### src/verilog/scfg_pkg.sv
// Purpose: shared constants of the serial configuration write port
// Assumes: register addresses are the 3-bit frame address
// Notes: field positions of the control and settling words are fixed here
package scfg_pkg;
	localparam int SCFG_ADDR_W = 3;
	localparam int SCFG_DATA_W = 16;
	localparam int SCFG_FRAME_W = SCFG_ADDR_W + SCFG_DATA_W;
	localparam logic [4:0] SCFG_FRAME_LOW_CYCLES = 5'h14;
	localparam logic [4:0] SCFG_SHIFT_CYCLES = 5'h13;

	localparam logic [2:0] SCFG_ADDR_GENERAL_CONTROL = 3'h0;
	localparam logic [2:0] SCFG_ADDR_ANALOG_GAIN_ADJUST = 3'h1;
	localparam logic [2:0] SCFG_ADDR_OFFSET_ADJUST = 3'h2;
	localparam logic [2:0] SCFG_ADDR_INTERNAL_SETTLING_ADJUST = 3'h4;
	localparam logic [2:0] SCFG_ADDR_TEST_PATTERN = 3'h5;

	localparam int SCFG_GAIN_W = 8;
	localparam int SCFG_OFFSET_W = 8;
	localparam int SCFG_PATTERN_W = 12;

	localparam logic [15:0] SCFG_RST_GENERAL_CONTROL = 16'h0040;
	localparam logic [7:0] SCFG_RST_ANALOG_GAIN_ADJUST = 8'h80;
	localparam logic [7:0] SCFG_RST_OFFSET_ADJUST = 8'h80;
	localparam logic [15:0] SCFG_RST_INTERNAL_SETTLING_ADJUST = 16'h1410;
	localparam logic [11:0] SCFG_RST_TEST_PATTERN = 12'h000;

	localparam int SCFG_CTRL_STANDBY_BIT = 0;
	localparam int SCFG_CTRL_TEST_BIT = 7;
	localparam int SCFG_CTRL_TRANSPARENT_BIT = 15;

	localparam int SCFG_SET_DC_LSB = 0;
	localparam int SCFG_SET_DC_W = 5;
	localparam int SCFG_SET_TRIM_LSB = 8;
	localparam int SCFG_SET_TRIM_W = 2;
	localparam int SCFG_SET_DUTY_LSB = 13;
	localparam int SCFG_SET_DUTY_W = 3;

	localparam int SCFG_SYNC_W = 4;
	localparam int SCFG_SYNC_SMODE = 3;
	localparam int SCFG_SYNC_SCLK = 2;
	localparam int SCFG_SYNC_SLDN = 1;
	localparam int SCFG_SYNC_SDATA = 0;
endpackage : scfg_pkg

### src/verilog/scfg_sync.sv
// Purpose: three-stage synchroniser for slow pins
// Assumes: pins change far slower than sys_clk
// Notes: output moves only once stages two and three agree
`timescale 1ns/1ps
module scfg_sync #(
	parameter int W = 1
) (
	input wire logic sys_clk,
	input wire logic nrst,
	input wire logic [W-1:0] pin_in,
	output logic [W-1:0] level
);
	logic [W-1:0] stage1;
	logic [W-1:0] stage2;
	logic [W-1:0] stage3;
	logic [W-1:0] next_level;

	always_comb begin
		for (int i = 0; i < W; i++) begin
			next_level[i] = (stage2[i] == stage3[i]) ? stage3[i] : level[i];
		end
	end

	always_ff @(posedge sys_clk) begin
		if (!nrst) begin
			stage1 <= '0;
			stage2 <= '0;
			stage3 <= '0;
			level <= '0;
		end else begin
			stage1 <= pin_in;
			stage2 <= stage1;
			stage3 <= stage2;
			level <= next_level;
		end
	end
endmodule : scfg_sync

### src/verilog/scfg_reg.sv
// Purpose: one configuration register slot
// Assumes: clear and write come from the same clock
// Notes: clear holds the default and beats a write
`timescale 1ns/1ps
module scfg_reg #(
	parameter int W = 16,
	parameter logic [W-1:0] RST = '0
) (
	input wire logic sys_clk,
	input wire logic nrst,
	input wire logic clear,
	input wire logic we,
	input wire logic [W-1:0] d,
	output logic [W-1:0] q
);
	logic [W-1:0] next_q;

	always_comb begin
		next_q = q;
		if (clear) begin
			next_q = RST;
		end else if (we) begin
			next_q = d;
		end
	end

	always_ff @(posedge sys_clk) begin
		if (!nrst) begin
			q <= RST;
		end else begin
			q <= next_q;
		end
	end
endmodule : scfg_reg

### src/verilog/scfg_port.sv
// Purpose: write-only three-wire configuration port with its registers
// Assumes: sclk, sldn, sdata and smode are asynchronous pins, sclk much slower
//   than sys_clk (at least eight sys_clk periods per sclk period)
// Notes: the serial clock is sampled as a level, its rising edges found here
//
// Functional notes
// - writes accepted only while smode high
// - smode low holds all registers at defaults
// - write only, eight addresses, sixteen bits
// - frame: 3 address then 16 data, MSB first
// - sldn and sdata sampled on sclk rises only
// - write starts at first low sldn sample
// - first three low cycles shift address MSB first
// - next sixteen low cycles shift data MSB first
// - twentieth low cycle loads addressed register
// - early high sldn abandons write, no change
// - further low cycles ignored until sldn high
// - one high cycle suffices before next write
// - bits beyond register width are discarded
// - timing reset leaves configuration registers alone
// - standby bit one enters standby, keeps registers
// - transparent and test bits enable on one
// - gain code is eight bits, upper unused
// - gain resets to code 0x80
// - test enable is control bit seven
// - test mode drives pattern and its complement
`timescale 1ns/1ps
module scfg_port
	import scfg_pkg::*;
(
	input wire logic sys_clk,
	input wire logic nrst,
	input wire logic smode,
	input wire logic sclk,
	input wire logic sldn,
	input wire logic sdata,
	input wire logic [SCFG_PATTERN_W-1:0] conv_data,
	output logic standby_field,
	output logic track_hold_transparent,
	output logic test_enable,
	output logic [SCFG_GAIN_W-1:0] gain_code,
	output logic [SCFG_OFFSET_W-1:0] offset_code,
	output logic [SCFG_SET_DC_W-1:0] dc_trim,
	output logic [SCFG_SET_TRIM_W-1:0] settling_trim,
	output logic [SCFG_SET_DUTY_W-1:0] duty_cycle,
	output logic [SCFG_PATTERN_W-1:0] test_pattern_word,
	output logic [SCFG_PATTERN_W-1:0] data_out,
	output logic [SCFG_PATTERN_W-1:0] data_out_n,
	output logic port_enabled,
	output logic write_done
);
	typedef enum logic [1:0] {
		SCFG_WAIT_HIGH = 2'b00,
		SCFG_ARMED = 2'b01,
		SCFG_SHIFT = 2'b10,
		SCFG_HOLD = 2'b11
	} scfg_state_t;

	// pin synchronisation
	logic [SCFG_SYNC_W-1:0] pins_level;
	logic smode_s;
	logic sclk_s;
	logic sldn_s;
	logic sdata_s;
	logic sclk_prev;
	logic next_sclk_prev;
	logic sldn_prev;
	logic next_sldn_prev;
	logic sdata_prev;
	logic next_sdata_prev;
	logic sclk_rise;

	// all four pins share one latency, so sclk stays aligned with its data
	scfg_sync #(
		.W(SCFG_SYNC_W)
	) u_sync (
		.sys_clk(sys_clk),
		.nrst(nrst),
		.pin_in({smode, sclk, sldn, sdata}),
		.level(pins_level)
	);

	assign smode_s = pins_level[SCFG_SYNC_SMODE];
	assign sclk_s = pins_level[SCFG_SYNC_SCLK];
	assign sldn_s = pins_level[SCFG_SYNC_SLDN];
	assign sdata_s = pins_level[SCFG_SYNC_SDATA];

	// the line values one cycle before the clock rise is seen are used, so a
	// data change just after the edge cannot leak into the sample
	always_comb begin
		next_sclk_prev = sclk_s;
		next_sldn_prev = sldn_s;
		next_sdata_prev = sdata_s;
	end

	always_ff @(posedge sys_clk) begin
		if (!nrst) begin
			sclk_prev <= 1'b0;
			sldn_prev <= 1'b1;
			sdata_prev <= 1'b0;
		end else begin
			sclk_prev <= next_sclk_prev;
			sldn_prev <= next_sldn_prev;
			sdata_prev <= next_sdata_prev;
		end
	end

	assign sclk_rise = sclk_s & ~sclk_prev;

	// serial frame state
	scfg_state_t state;
	scfg_state_t next_state;
	logic [4:0] low_count;
	logic [4:0] next_low_count;
	logic [SCFG_FRAME_W-1:0] shift_reg;
	logic [SCFG_FRAME_W-1:0] next_shift_reg;
	logic frame_load;
	logic [4:0] count_plus;

	// five bits reach the twentieth low rise; the count rests there in hold
	assign count_plus = low_count + 5'h01;

	always_comb begin
		next_state = state;
		next_low_count = low_count;
		next_shift_reg = shift_reg;
		frame_load = 1'b0;
		if (!smode_s) begin
			next_state = SCFG_WAIT_HIGH;
			next_low_count = 5'h00;
			next_shift_reg = '0;
		end else if (sclk_rise) begin
			unique case (state)
				SCFG_WAIT_HIGH: begin
					if (sldn_prev) begin
						next_state = SCFG_ARMED;
					end
				end
				SCFG_ARMED: begin
					if (!sldn_prev) begin
						next_state = SCFG_SHIFT;
						next_low_count = 5'h01;
						next_shift_reg = {shift_reg[SCFG_FRAME_W-2:0], sdata_prev};
					end
				end
				SCFG_SHIFT: begin
					if (sldn_prev) begin
						// the aborting high rise also arms, so a new frame may follow
						next_state = SCFG_ARMED;
						next_low_count = 5'h00;
					end else if (count_plus == SCFG_FRAME_LOW_CYCLES) begin
						// the twentieth low rise carries no bit; it only loads
						next_state = SCFG_HOLD;
						next_low_count = count_plus;
						frame_load = 1'b1;
					end else begin
						next_low_count = count_plus;
						if (count_plus <= SCFG_SHIFT_CYCLES) begin
							// address bits first, then data, each MSB first
							next_shift_reg = {shift_reg[SCFG_FRAME_W-2:0], sdata_prev};
						end
					end
				end
				SCFG_HOLD: begin
					// sldn still low: further rises neither shift nor load
					if (sldn_prev) begin
						next_state = SCFG_ARMED;
						next_low_count = 5'h00;
					end
				end
			endcase
		end
	end

	always_ff @(posedge sys_clk) begin
		if (!nrst) begin
			state <= SCFG_WAIT_HIGH;
			low_count <= 5'h00;
			shift_reg <= '0;
		end else begin
			state <= next_state;
			low_count <= next_low_count;
			shift_reg <= next_shift_reg;
		end
	end

	// address decode of a completed frame
	logic [SCFG_ADDR_W-1:0] frame_addr;
	logic [SCFG_DATA_W-1:0] frame_data;
	logic regs_clear;
	logic we_control;
	logic we_gain;
	logic we_offset;
	logic we_settling;
	logic we_pattern;

	assign frame_addr = shift_reg[SCFG_FRAME_W-1:SCFG_DATA_W];
	assign frame_data = shift_reg[SCFG_DATA_W-1:0];
	// smode low clears; nrst is the only other path to the defaults
	assign regs_clear = ~smode_s;

	// no readback path exists; addresses 3, 6 and 7 decode to nothing
	always_comb begin
		we_control = 1'b0;
		we_gain = 1'b0;
		we_offset = 1'b0;
		we_settling = 1'b0;
		we_pattern = 1'b0;
		if (frame_load) begin
			unique case (frame_addr)
				SCFG_ADDR_GENERAL_CONTROL: we_control = 1'b1;
				SCFG_ADDR_ANALOG_GAIN_ADJUST: we_gain = 1'b1;
				SCFG_ADDR_OFFSET_ADJUST: we_offset = 1'b1;
				SCFG_ADDR_INTERNAL_SETTLING_ADJUST: we_settling = 1'b1;
				SCFG_ADDR_TEST_PATTERN: we_pattern = 1'b1;
				default: we_control = 1'b0;
			endcase
		end
	end

	// configuration registers
	logic [SCFG_DATA_W-1:0] general_control;
	logic [SCFG_GAIN_W-1:0] analog_gain_adjust;
	logic [SCFG_OFFSET_W-1:0] offset_adjust;
	logic [SCFG_DATA_W-1:0] internal_settling_adjust;
	logic [SCFG_PATTERN_W-1:0] test_pattern;

	scfg_reg #(
		.W(SCFG_DATA_W),
		.RST(SCFG_RST_GENERAL_CONTROL)
	) u_general_control (
		.sys_clk(sys_clk),
		.nrst(nrst),
		.clear(regs_clear),
		.we(we_control),
		.d(frame_data),
		.q(general_control)
	);

	scfg_reg #(
		.W(SCFG_GAIN_W),
		.RST(SCFG_RST_ANALOG_GAIN_ADJUST)
	) u_analog_gain_adjust (
		.sys_clk(sys_clk),
		.nrst(nrst),
		.clear(regs_clear),
		.we(we_gain),
		.d(frame_data[SCFG_GAIN_W-1:0]),
		.q(analog_gain_adjust)
	);

	scfg_reg #(
		.W(SCFG_OFFSET_W),
		.RST(SCFG_RST_OFFSET_ADJUST)
	) u_offset_adjust (
		.sys_clk(sys_clk),
		.nrst(nrst),
		.clear(regs_clear),
		.we(we_offset),
		.d(frame_data[SCFG_OFFSET_W-1:0]),
		.q(offset_adjust)
	);

	scfg_reg #(
		.W(SCFG_DATA_W),
		.RST(SCFG_RST_INTERNAL_SETTLING_ADJUST)
	) u_internal_settling_adjust (
		.sys_clk(sys_clk),
		.nrst(nrst),
		.clear(regs_clear),
		.we(we_settling),
		.d(frame_data),
		.q(internal_settling_adjust)
	);

	scfg_reg #(
		.W(SCFG_PATTERN_W),
		.RST(SCFG_RST_TEST_PATTERN)
	) u_test_pattern (
		.sys_clk(sys_clk),
		.nrst(nrst),
		.clear(regs_clear),
		.we(we_pattern),
		.d(frame_data[SCFG_PATTERN_W-1:0]),
		.q(test_pattern)
	);

	// field outputs are bits of the register flops themselves
	assign standby_field = general_control[SCFG_CTRL_STANDBY_BIT];
	assign track_hold_transparent = general_control[SCFG_CTRL_TRANSPARENT_BIT];
	assign test_enable = general_control[SCFG_CTRL_TEST_BIT];
	assign gain_code = analog_gain_adjust;
	assign offset_code = offset_adjust;
	assign dc_trim = internal_settling_adjust[SCFG_SET_DC_LSB +: SCFG_SET_DC_W];
	assign settling_trim = internal_settling_adjust[SCFG_SET_TRIM_LSB +: SCFG_SET_TRIM_W];
	assign duty_cycle = internal_settling_adjust[SCFG_SET_DUTY_LSB +: SCFG_SET_DUTY_W];
	assign test_pattern_word = test_pattern;

	// output data path
	logic [SCFG_PATTERN_W-1:0] next_data_out;
	logic [SCFG_PATTERN_W-1:0] next_data_out_n;

	// standby freezes the outputs but leaves every register as it is; the test
	// pattern still wins so the output pins can be checked while in standby
	always_comb begin
		next_data_out = data_out;
		next_data_out_n = data_out_n;
		if (test_enable) begin
			next_data_out = test_pattern;
			next_data_out_n = ~test_pattern;
		end else if (!standby_field) begin
			next_data_out = conv_data;
			next_data_out_n = ~conv_data;
		end
	end

	always_ff @(posedge sys_clk) begin
		if (!nrst) begin
			data_out <= '0;
			data_out_n <= '1;
		end else begin
			data_out <= next_data_out;
			data_out_n <= next_data_out_n;
		end
	end

	// status flops: write_done pulses for every completed frame, even one to an
	// unused address, so a controller can count its frames
	logic next_port_enabled;
	logic next_write_done;

	always_comb begin
		next_port_enabled = smode_s;
		next_write_done = frame_load;
	end

	always_ff @(posedge sys_clk) begin
		if (!nrst) begin
			port_enabled <= 1'b0;
			write_done <= 1'b0;
		end else begin
			port_enabled <= next_port_enabled;
			write_done <= next_write_done;
		end
	end
endmodule : scfg_port

### config.mk
export PLATFORM = sky130hd
export DESIGN_NAME = scfg_port
export DESIGN_NICKNAME = d
export VERILOG_FILES = /design/src/verilog/scfg_pkg.sv /design/src/verilog/scfg_sync.sv /design/src/verilog/scfg_reg.sv /design/src/verilog/scfg_port.sv
export SDC_FILE = /design/constraint.sdc
export NUM_CORES = 1
export LEC_CHECK = 0
export BUFFER_PORTS_ARGS = -buffer_cell sky130_fd_sc_hd__buf_2
export CAP_MARGIN = 10
export CORE_MARGIN = 4
export CORE_UTILIZATION = 45
export CTS_BUF_LIST = sky130_fd_sc_hd__clkbuf_8
export CTS_CLUSTER_DIAMETER = 80
export DETAILED_ROUTE_END_ITERATION = 7
export HOLD_SLACK_MARGIN = 0.06
export PLACE_DENSITY = 0.8
export SYNTH_ARGS = -nofsm -noshare
export SYNTH_HDL_FRONTEND = slang
export SYNTH_HIERARCHICAL = 1
export SYNTH_SLANG_ARGS = --single-unit
### constraint.sdc
create_clock -name sys_clk -period 2.55 [get_ports sys_clk]
set_clock_uncertainty 0.1 [all_clocks]
set_input_delay 0.255 -clock sys_clk [delete_from_list [all_inputs] [get_ports sys_clk]]
set_output_delay 0.255 -clock sys_clk [all_outputs]
set_load 0.005 [all_outputs]
# After elaboration in Yosys (flattened, before gate mapping)
# Index checks and enable logic that the tools add are counted.
dict set report classes {
  add_sub_neg 1
  magnitude_cmp 1
  n_eq_ne 20
  mux 33
  bitwise 4
  reduce_logical 9
}
# operator count
set op_table {}
lappend op_table {{$mux 19} 4}
lappend op_table {{$mux 12} 4}
lappend op_table {{$pmux 19 s2} 1}
lappend op_table {{$not 12->12} 2}
lappend op_table {{$mux 1} 15}
lappend op_table {{$mux 5} 3}
lappend op_table {{$pmux 5 s3} 1}
lappend op_table {{$ne 2x2->1 const B} 5}
lappend op_table {{$mux 2} 4}
lappend op_table {{$reduce_and 4->1} 2}
lappend op_table {{$eq 3x3->1 const B} 2}
lappend op_table {{$pmux 2 s3} 1}
lappend op_table {{$reduce_and 6->1} 1}
lappend op_table {{$add 5x1->5 const B} 1}
lappend op_table {{$eq 5x5->1 const B} 1}
lappend op_table {{$le 5x5->1 const B} 1}
lappend op_table {{$eq 1x1->1} 4}
lappend op_table {{$eq 2x2->1 const B} 2}
lappend op_table {{$ne 2x1->1 const B} 2}
lappend op_table {{$eq 3x1->1 const B} 1}
lappend op_table {{$eq 3x2->1 const B} 1}
lappend op_table {{$logic_not 3->1} 1}
lappend op_table {{$ne 3x3->1 const B} 1}
lappend op_table {{$reduce_bool 3->1} 1}
lappend op_table {{7 further kinds} 7}
dict set report totals {
  regBits 131
  inputBits 18
  output_inout_bits 67
  elab_cells 90
}

# Longest topological paths before layout
dict set report logic_depth {
  word_depth 8
  depth_mapped 10
  depth_no_buf 8
}

# Hierarchy
# The synthesis kept the hierarchy.
# module n_inst cells_per_inst area_each_um2 seq_area_each_um2
set modules_own_cells {}
lappend modules_own_cells {scfg_port 1 253 2284.7 1101.1}
lappend modules_own_cells {{scfg_reg at u_internal_settling_adjust} 1 53 604.3 320.3}
lappend modules_own_cells {{scfg_reg at u_general_control} 1 53 595.6 320.3}
lappend modules_own_cells {{scfg_reg at u_analog_gain_adjust ...} 2 27 290.3 160.2}
lappend modules_own_cells {scfg_sync 1 41 481.7 320.3}
lappend modules_own_cells {{scfg_reg at u_test_pattern} 1 39 427.9 240.2}

# Least setup slack after synthesis
# No wires, ideal clock.
dict set report synth_timing {
  path_kind {register to register}
  start {register low_count[0]}
  end {register u_test_pattern.q[0]}
  setup_ns 0.117
  arrival_time_ns 2.553
  slack_ns -0.220
  path_stages_with_launch 10
  period_less_slack_ns 2.770
  path_cell_list {dfxtp_1 > ha_1 > nor2b_4 > a32oi_1 > or4b_4 > or3_4 > nor3_1 > buf_6 > mux2i_1 > nor2_1}
}
dict set report synth_via {
  elab_chain_len 8
}
# element line
set synth_lines {}
lappend synth_lines {{start: declaration} scfg_port.sv:113} ;# logic [4:0] low_count;
lappend synth_lines {{start signal: assignment} scfg_port.sv:182} ;# low_count <= next_low_count;
lappend synth_lines {{$add 5x1->5} scfg_port.sv:121} ;# assign count_plus = low_count + 5'h01;
lappend synth_lines {{$eq 5x5->1} scfg_port.sv:151} ;# end else if (count_plus == SCFG_FRAME_LOW_CYCLES) begin
lappend synth_lines {{$mux 1} scfg_port.sv:151}
lappend synth_lines {{$mux 1} scfg_port.sv:147} ;# if (sldn_prev) begin
lappend synth_lines {{$mux 1} scfg_port.sv:133} ;# unique case (state)
lappend synth_lines {{$mux 1} scfg_port.sv:132} ;# end else if (sclk_rise) begin
lappend synth_lines {{$mux 1} scfg_port.sv:128} ;# if (!smode_s) begin
lappend synth_lines {{$mux 1} scfg_port.sv:209} ;# if (frame_load) begin
lappend synth_lines {{net we_pattern} scfg_port.sv:195} ;# logic we_pattern;
lappend synth_lines {{end signal: assignment} scfg_reg.sv:31} ;# q <= next_q;
lappend synth_lines {{end: declaration} scfg_reg.sv:14} ;# output logic [W-1:0] q
# The timed path passes the listed nets, and every way through them passes these cells.
# A chain may end at the register's enable or synchronous reset.

# Worst setup path in the final report
dict set report layout_timing {
  start {register low_count[1]}
  end {register u_analog_gain_adjust.q[6]}
}
dict set report layout_via {
  elab_chain_len 8
}
# element line
set layout_lines {}
lappend layout_lines {{$add 5x1->5} scfg_port.sv:121}
lappend layout_lines {{$eq 5x5->1} scfg_port.sv:151}
lappend layout_lines {{$mux 1} scfg_port.sv:151}
lappend layout_lines {{$mux 1} scfg_port.sv:147}
lappend layout_lines {{$mux 1} scfg_port.sv:133}
lappend layout_lines {{$mux 1} scfg_port.sv:132}
lappend layout_lines {{$mux 1} scfg_port.sv:128}
lappend layout_lines {{$mux 1} scfg_port.sv:209}
lappend layout_lines {{net we_gain} scfg_port.sv:192} ;# logic we_gain;
lappend layout_lines {{end signal: assignment} scfg_reg.sv:31}
lappend layout_lines {{end: declaration} scfg_reg.sv:14}
# The timed path passes the listed nets, and every way through them passes these cells.

==> results by group <==
STA
  • Crit share post-route: 1.013
  • Hold Fails Final Rpt: 0
  • Slew @ Worst Pin: 0.6287 ns
  • Max Freq: a little under 400 MHz
  • Final Setup Violations: 1
  • Max transition margin: 0.5804
  • Slew Limit Fails: 0
  • RSZ-0062 raised after global routing: true
  • Setup slack after layout: -0.03290 ns
  • Final Critical Period: 2.583 ns

Synthesis
  • Mapped cell area: 4329 sq um
  • Yosys warnings: 6
  • Avg Inst Size Synth: 9.929 sq um
  • Syn Nets: 460
  • Synth Instances: 436

Critical path
  • Critical path fanouts, max: 4
  • Cells along the critical path: ha_4, nor2b_4, a32oi_1, or4b_4, or3_4, nor3_4, buf_4, mux2i_1, nor2_1
  • Worst reg2reg setup slack: -0.03 ns
  • Startpoint types: register
  • Reg2Reg Depth: 9
  • Crit path capture type: register
  • Critical R2R Launch: low_count[1]
  • Critical path type: reg -> reg
  • Worst r2r dst: u_analog_gain_adjust/q[6]
  • CP max-delay cell: or4b_4
  • Max stage delay on crit path: approximately 0.53 ns
  • Critical Path RT: 2.72 ns
  • Worst Path Arrival: around 2.8 ns

Clock tree
  • Clock buffer depth: 2
  • Clock latency on the worst-skew pair: 0.37 ns
  • Clk Tree Root Cell: clkbuf_8
  • Num Clock Sinks: 112
  • Num CTS Buffers: 9
  • Clk pin slew, worst setup/hold paths: 0.11 ns
  • H-tree level count: 3
  • CTS tree: done

Drt
  • Drt first pass iters: 4
  • Routed WL: 9525 microns
  • Detailed-route DRC error count: 0
  • Post-route antenna net violation count: 0
  • Wirelength per Cell: between 10 and 15 microns
  • Via density per instance: 5.063
  • DRT iter0 DRCs: 208
  • Vias: roughly 3.4k

Placement
  • Placement Cell Area: 4896 sq um
  • HPWL Detailed: around 6800 microns
  • Buffers on Ports: 84
  • Placed Cells: between 600 and 700
  • Final RePlAce weighted congestion: 0.8685

Floorplanning
  • Full die area: 11250 sq um
  • Die height: roughly 110 microns
  • Core area: 9284 sq um
  • Die X: 106.1 microns
  • Initial Utilization: 0.4663
  • Num ports: 85
  • Number of core rows: 35

Global route
  • Vias in the first global route: 3306
  • Grt total ovfl: 0
  • GRT Total Usage: 0.1730
  • Initial antenna violation count: 0
  • Global-route wire length before repair: around 16000 microns
  • Largest net degree at the start of global routing: 38

Min path
  • Worst hold start: conv_data[4]
  • Worst Hold Class: in -> reg
  • Hold Path Depth: 3
  • Hold Path End: data_out[4]

Power and ir drop
  • Peak supply drop: 0.0004528 V
  • Pleak: 1.988 nW
  • PD cells: between 500 and 600 nW/um^2

Outcome
  • Failing checks: setup timing
  • Status: finished, violations left

Final layout
  • ANT cells: 0
  • Final #Nets: around 560
  • Final instance area: 5231 sq um
  • Max reg flops: 19
  • Layout area overhead: 20.84%
  • Finished Layout Cells: 667
  • Layout cell share with drive strength beyond 1: 0.2770

Run
  • Max-cap viol count: 0
[area by class of cell]
cell class	count	area (sq um)
clock buffer	9	123.9
clock inverter	6	66.31
fill	783	4053
inverter	9	33.78
multi-input combinational	290	1906
sequential	112	2252
tap	129	161.4
timing repair buffer	112	688.2
[stage by stage]
stage	total power, mW	utilization	setup WS, ns	hold slack, ns	setup TNS [ns]
finish	2.924	0.5635	-0.03290	0.08286	-0.03290
global route	3.042	0.5635	-0.1108	0.08790	-2.172
CTS	2.945	0.5628	-0.01429	0.06088	-0.02242
global placement	1.911	0.5274	-0.07013	0.3102	-0.3706
floorplan	1.869	-	0.002961	0.2967	0
detailed placement	1.916	0.5274	-0.1195	0.3204	-1.069
[worst max-delay path: cells and delay by family, from the launching register on]
kind | cells | cell delay (ns)
muxes | 1 | 0.23
DFF | 1 | 0.37
and+or+nand+nor | 5 | 1.34
adders and majority gates | 1 | 0.17
AOI/OAI and AO/OA | 1 | 0.09
buffers and inverters | 1 | 0.19
[placed cells by master (no fill, tap or decap), drive strengths merged, types with 2 or more instances in the layout]
cell type      n
dfxtp        112
buf          107
mux2i         57
nor2          50
nand2         39
o21ai         31
a21oi         28
nand2b        19
and2          16
inv           12
clkbuf         9
nor3           7
nor2b          6
ha             6
dlygate4sd3    5
a211o          4
a21boi         4
nand3b         2
a211oi         2
clkinv         2
a31oi          2
[layer usage]
metal	part of all wire	up-vias	GRT usage
li1	-	1668	-
met1	0.45	1585	0.2163
met2	0.47	102	0.2905
met3	0.057	22	0.03461
met4	0.023	0	0.07401
met5	0	-	0
[report_power, final]
group          switching (mW)  internal, mW  total [mW]
clock network           0.588         0.457        1.04
registers              0.0132          1.77        1.79
logic                  0.0421        0.0490      0.0911
total                   0.643          2.28        2.92
[worst max path at each step]
stage	endpoint	start	slack, ns	depth (start not counted)
2_1_floorplan	u_internal_settling_adjust/q[2]	state[0]	0.003	10
3_3_place_gp	u_analog_gain_adjust/q[7]	low_count[0]	-0.07	9
3_5_place_dp	u_analog_gain_adjust/q[7]	low_count[0]	-0.12	9
4_1_cts	u_analog_gain_adjust/q[7]	low_count[1]	-0.01	9
5_1_grt	u_test_pattern/q[10]	low_count[1]	-0.11	9
6_report	u_analog_gain_adjust/q[6]	low_count[1]	-0.03	9
[timing repair]
| item | CTS | global route |
|---|---|---|
| hold buffers | 5 | 0 |
| gates cloned | 1 | 0 |
| gates resized for setup | 11 | 2 |
| setup buffers | 5 | 0 |
| setup endpoints to repair | 33 | 33 |
| hold endpoints to repair | 5 | 0 |
| pin swaps | 2 | 3 |
Note: power is estimated with default switching activity, not from simulation.
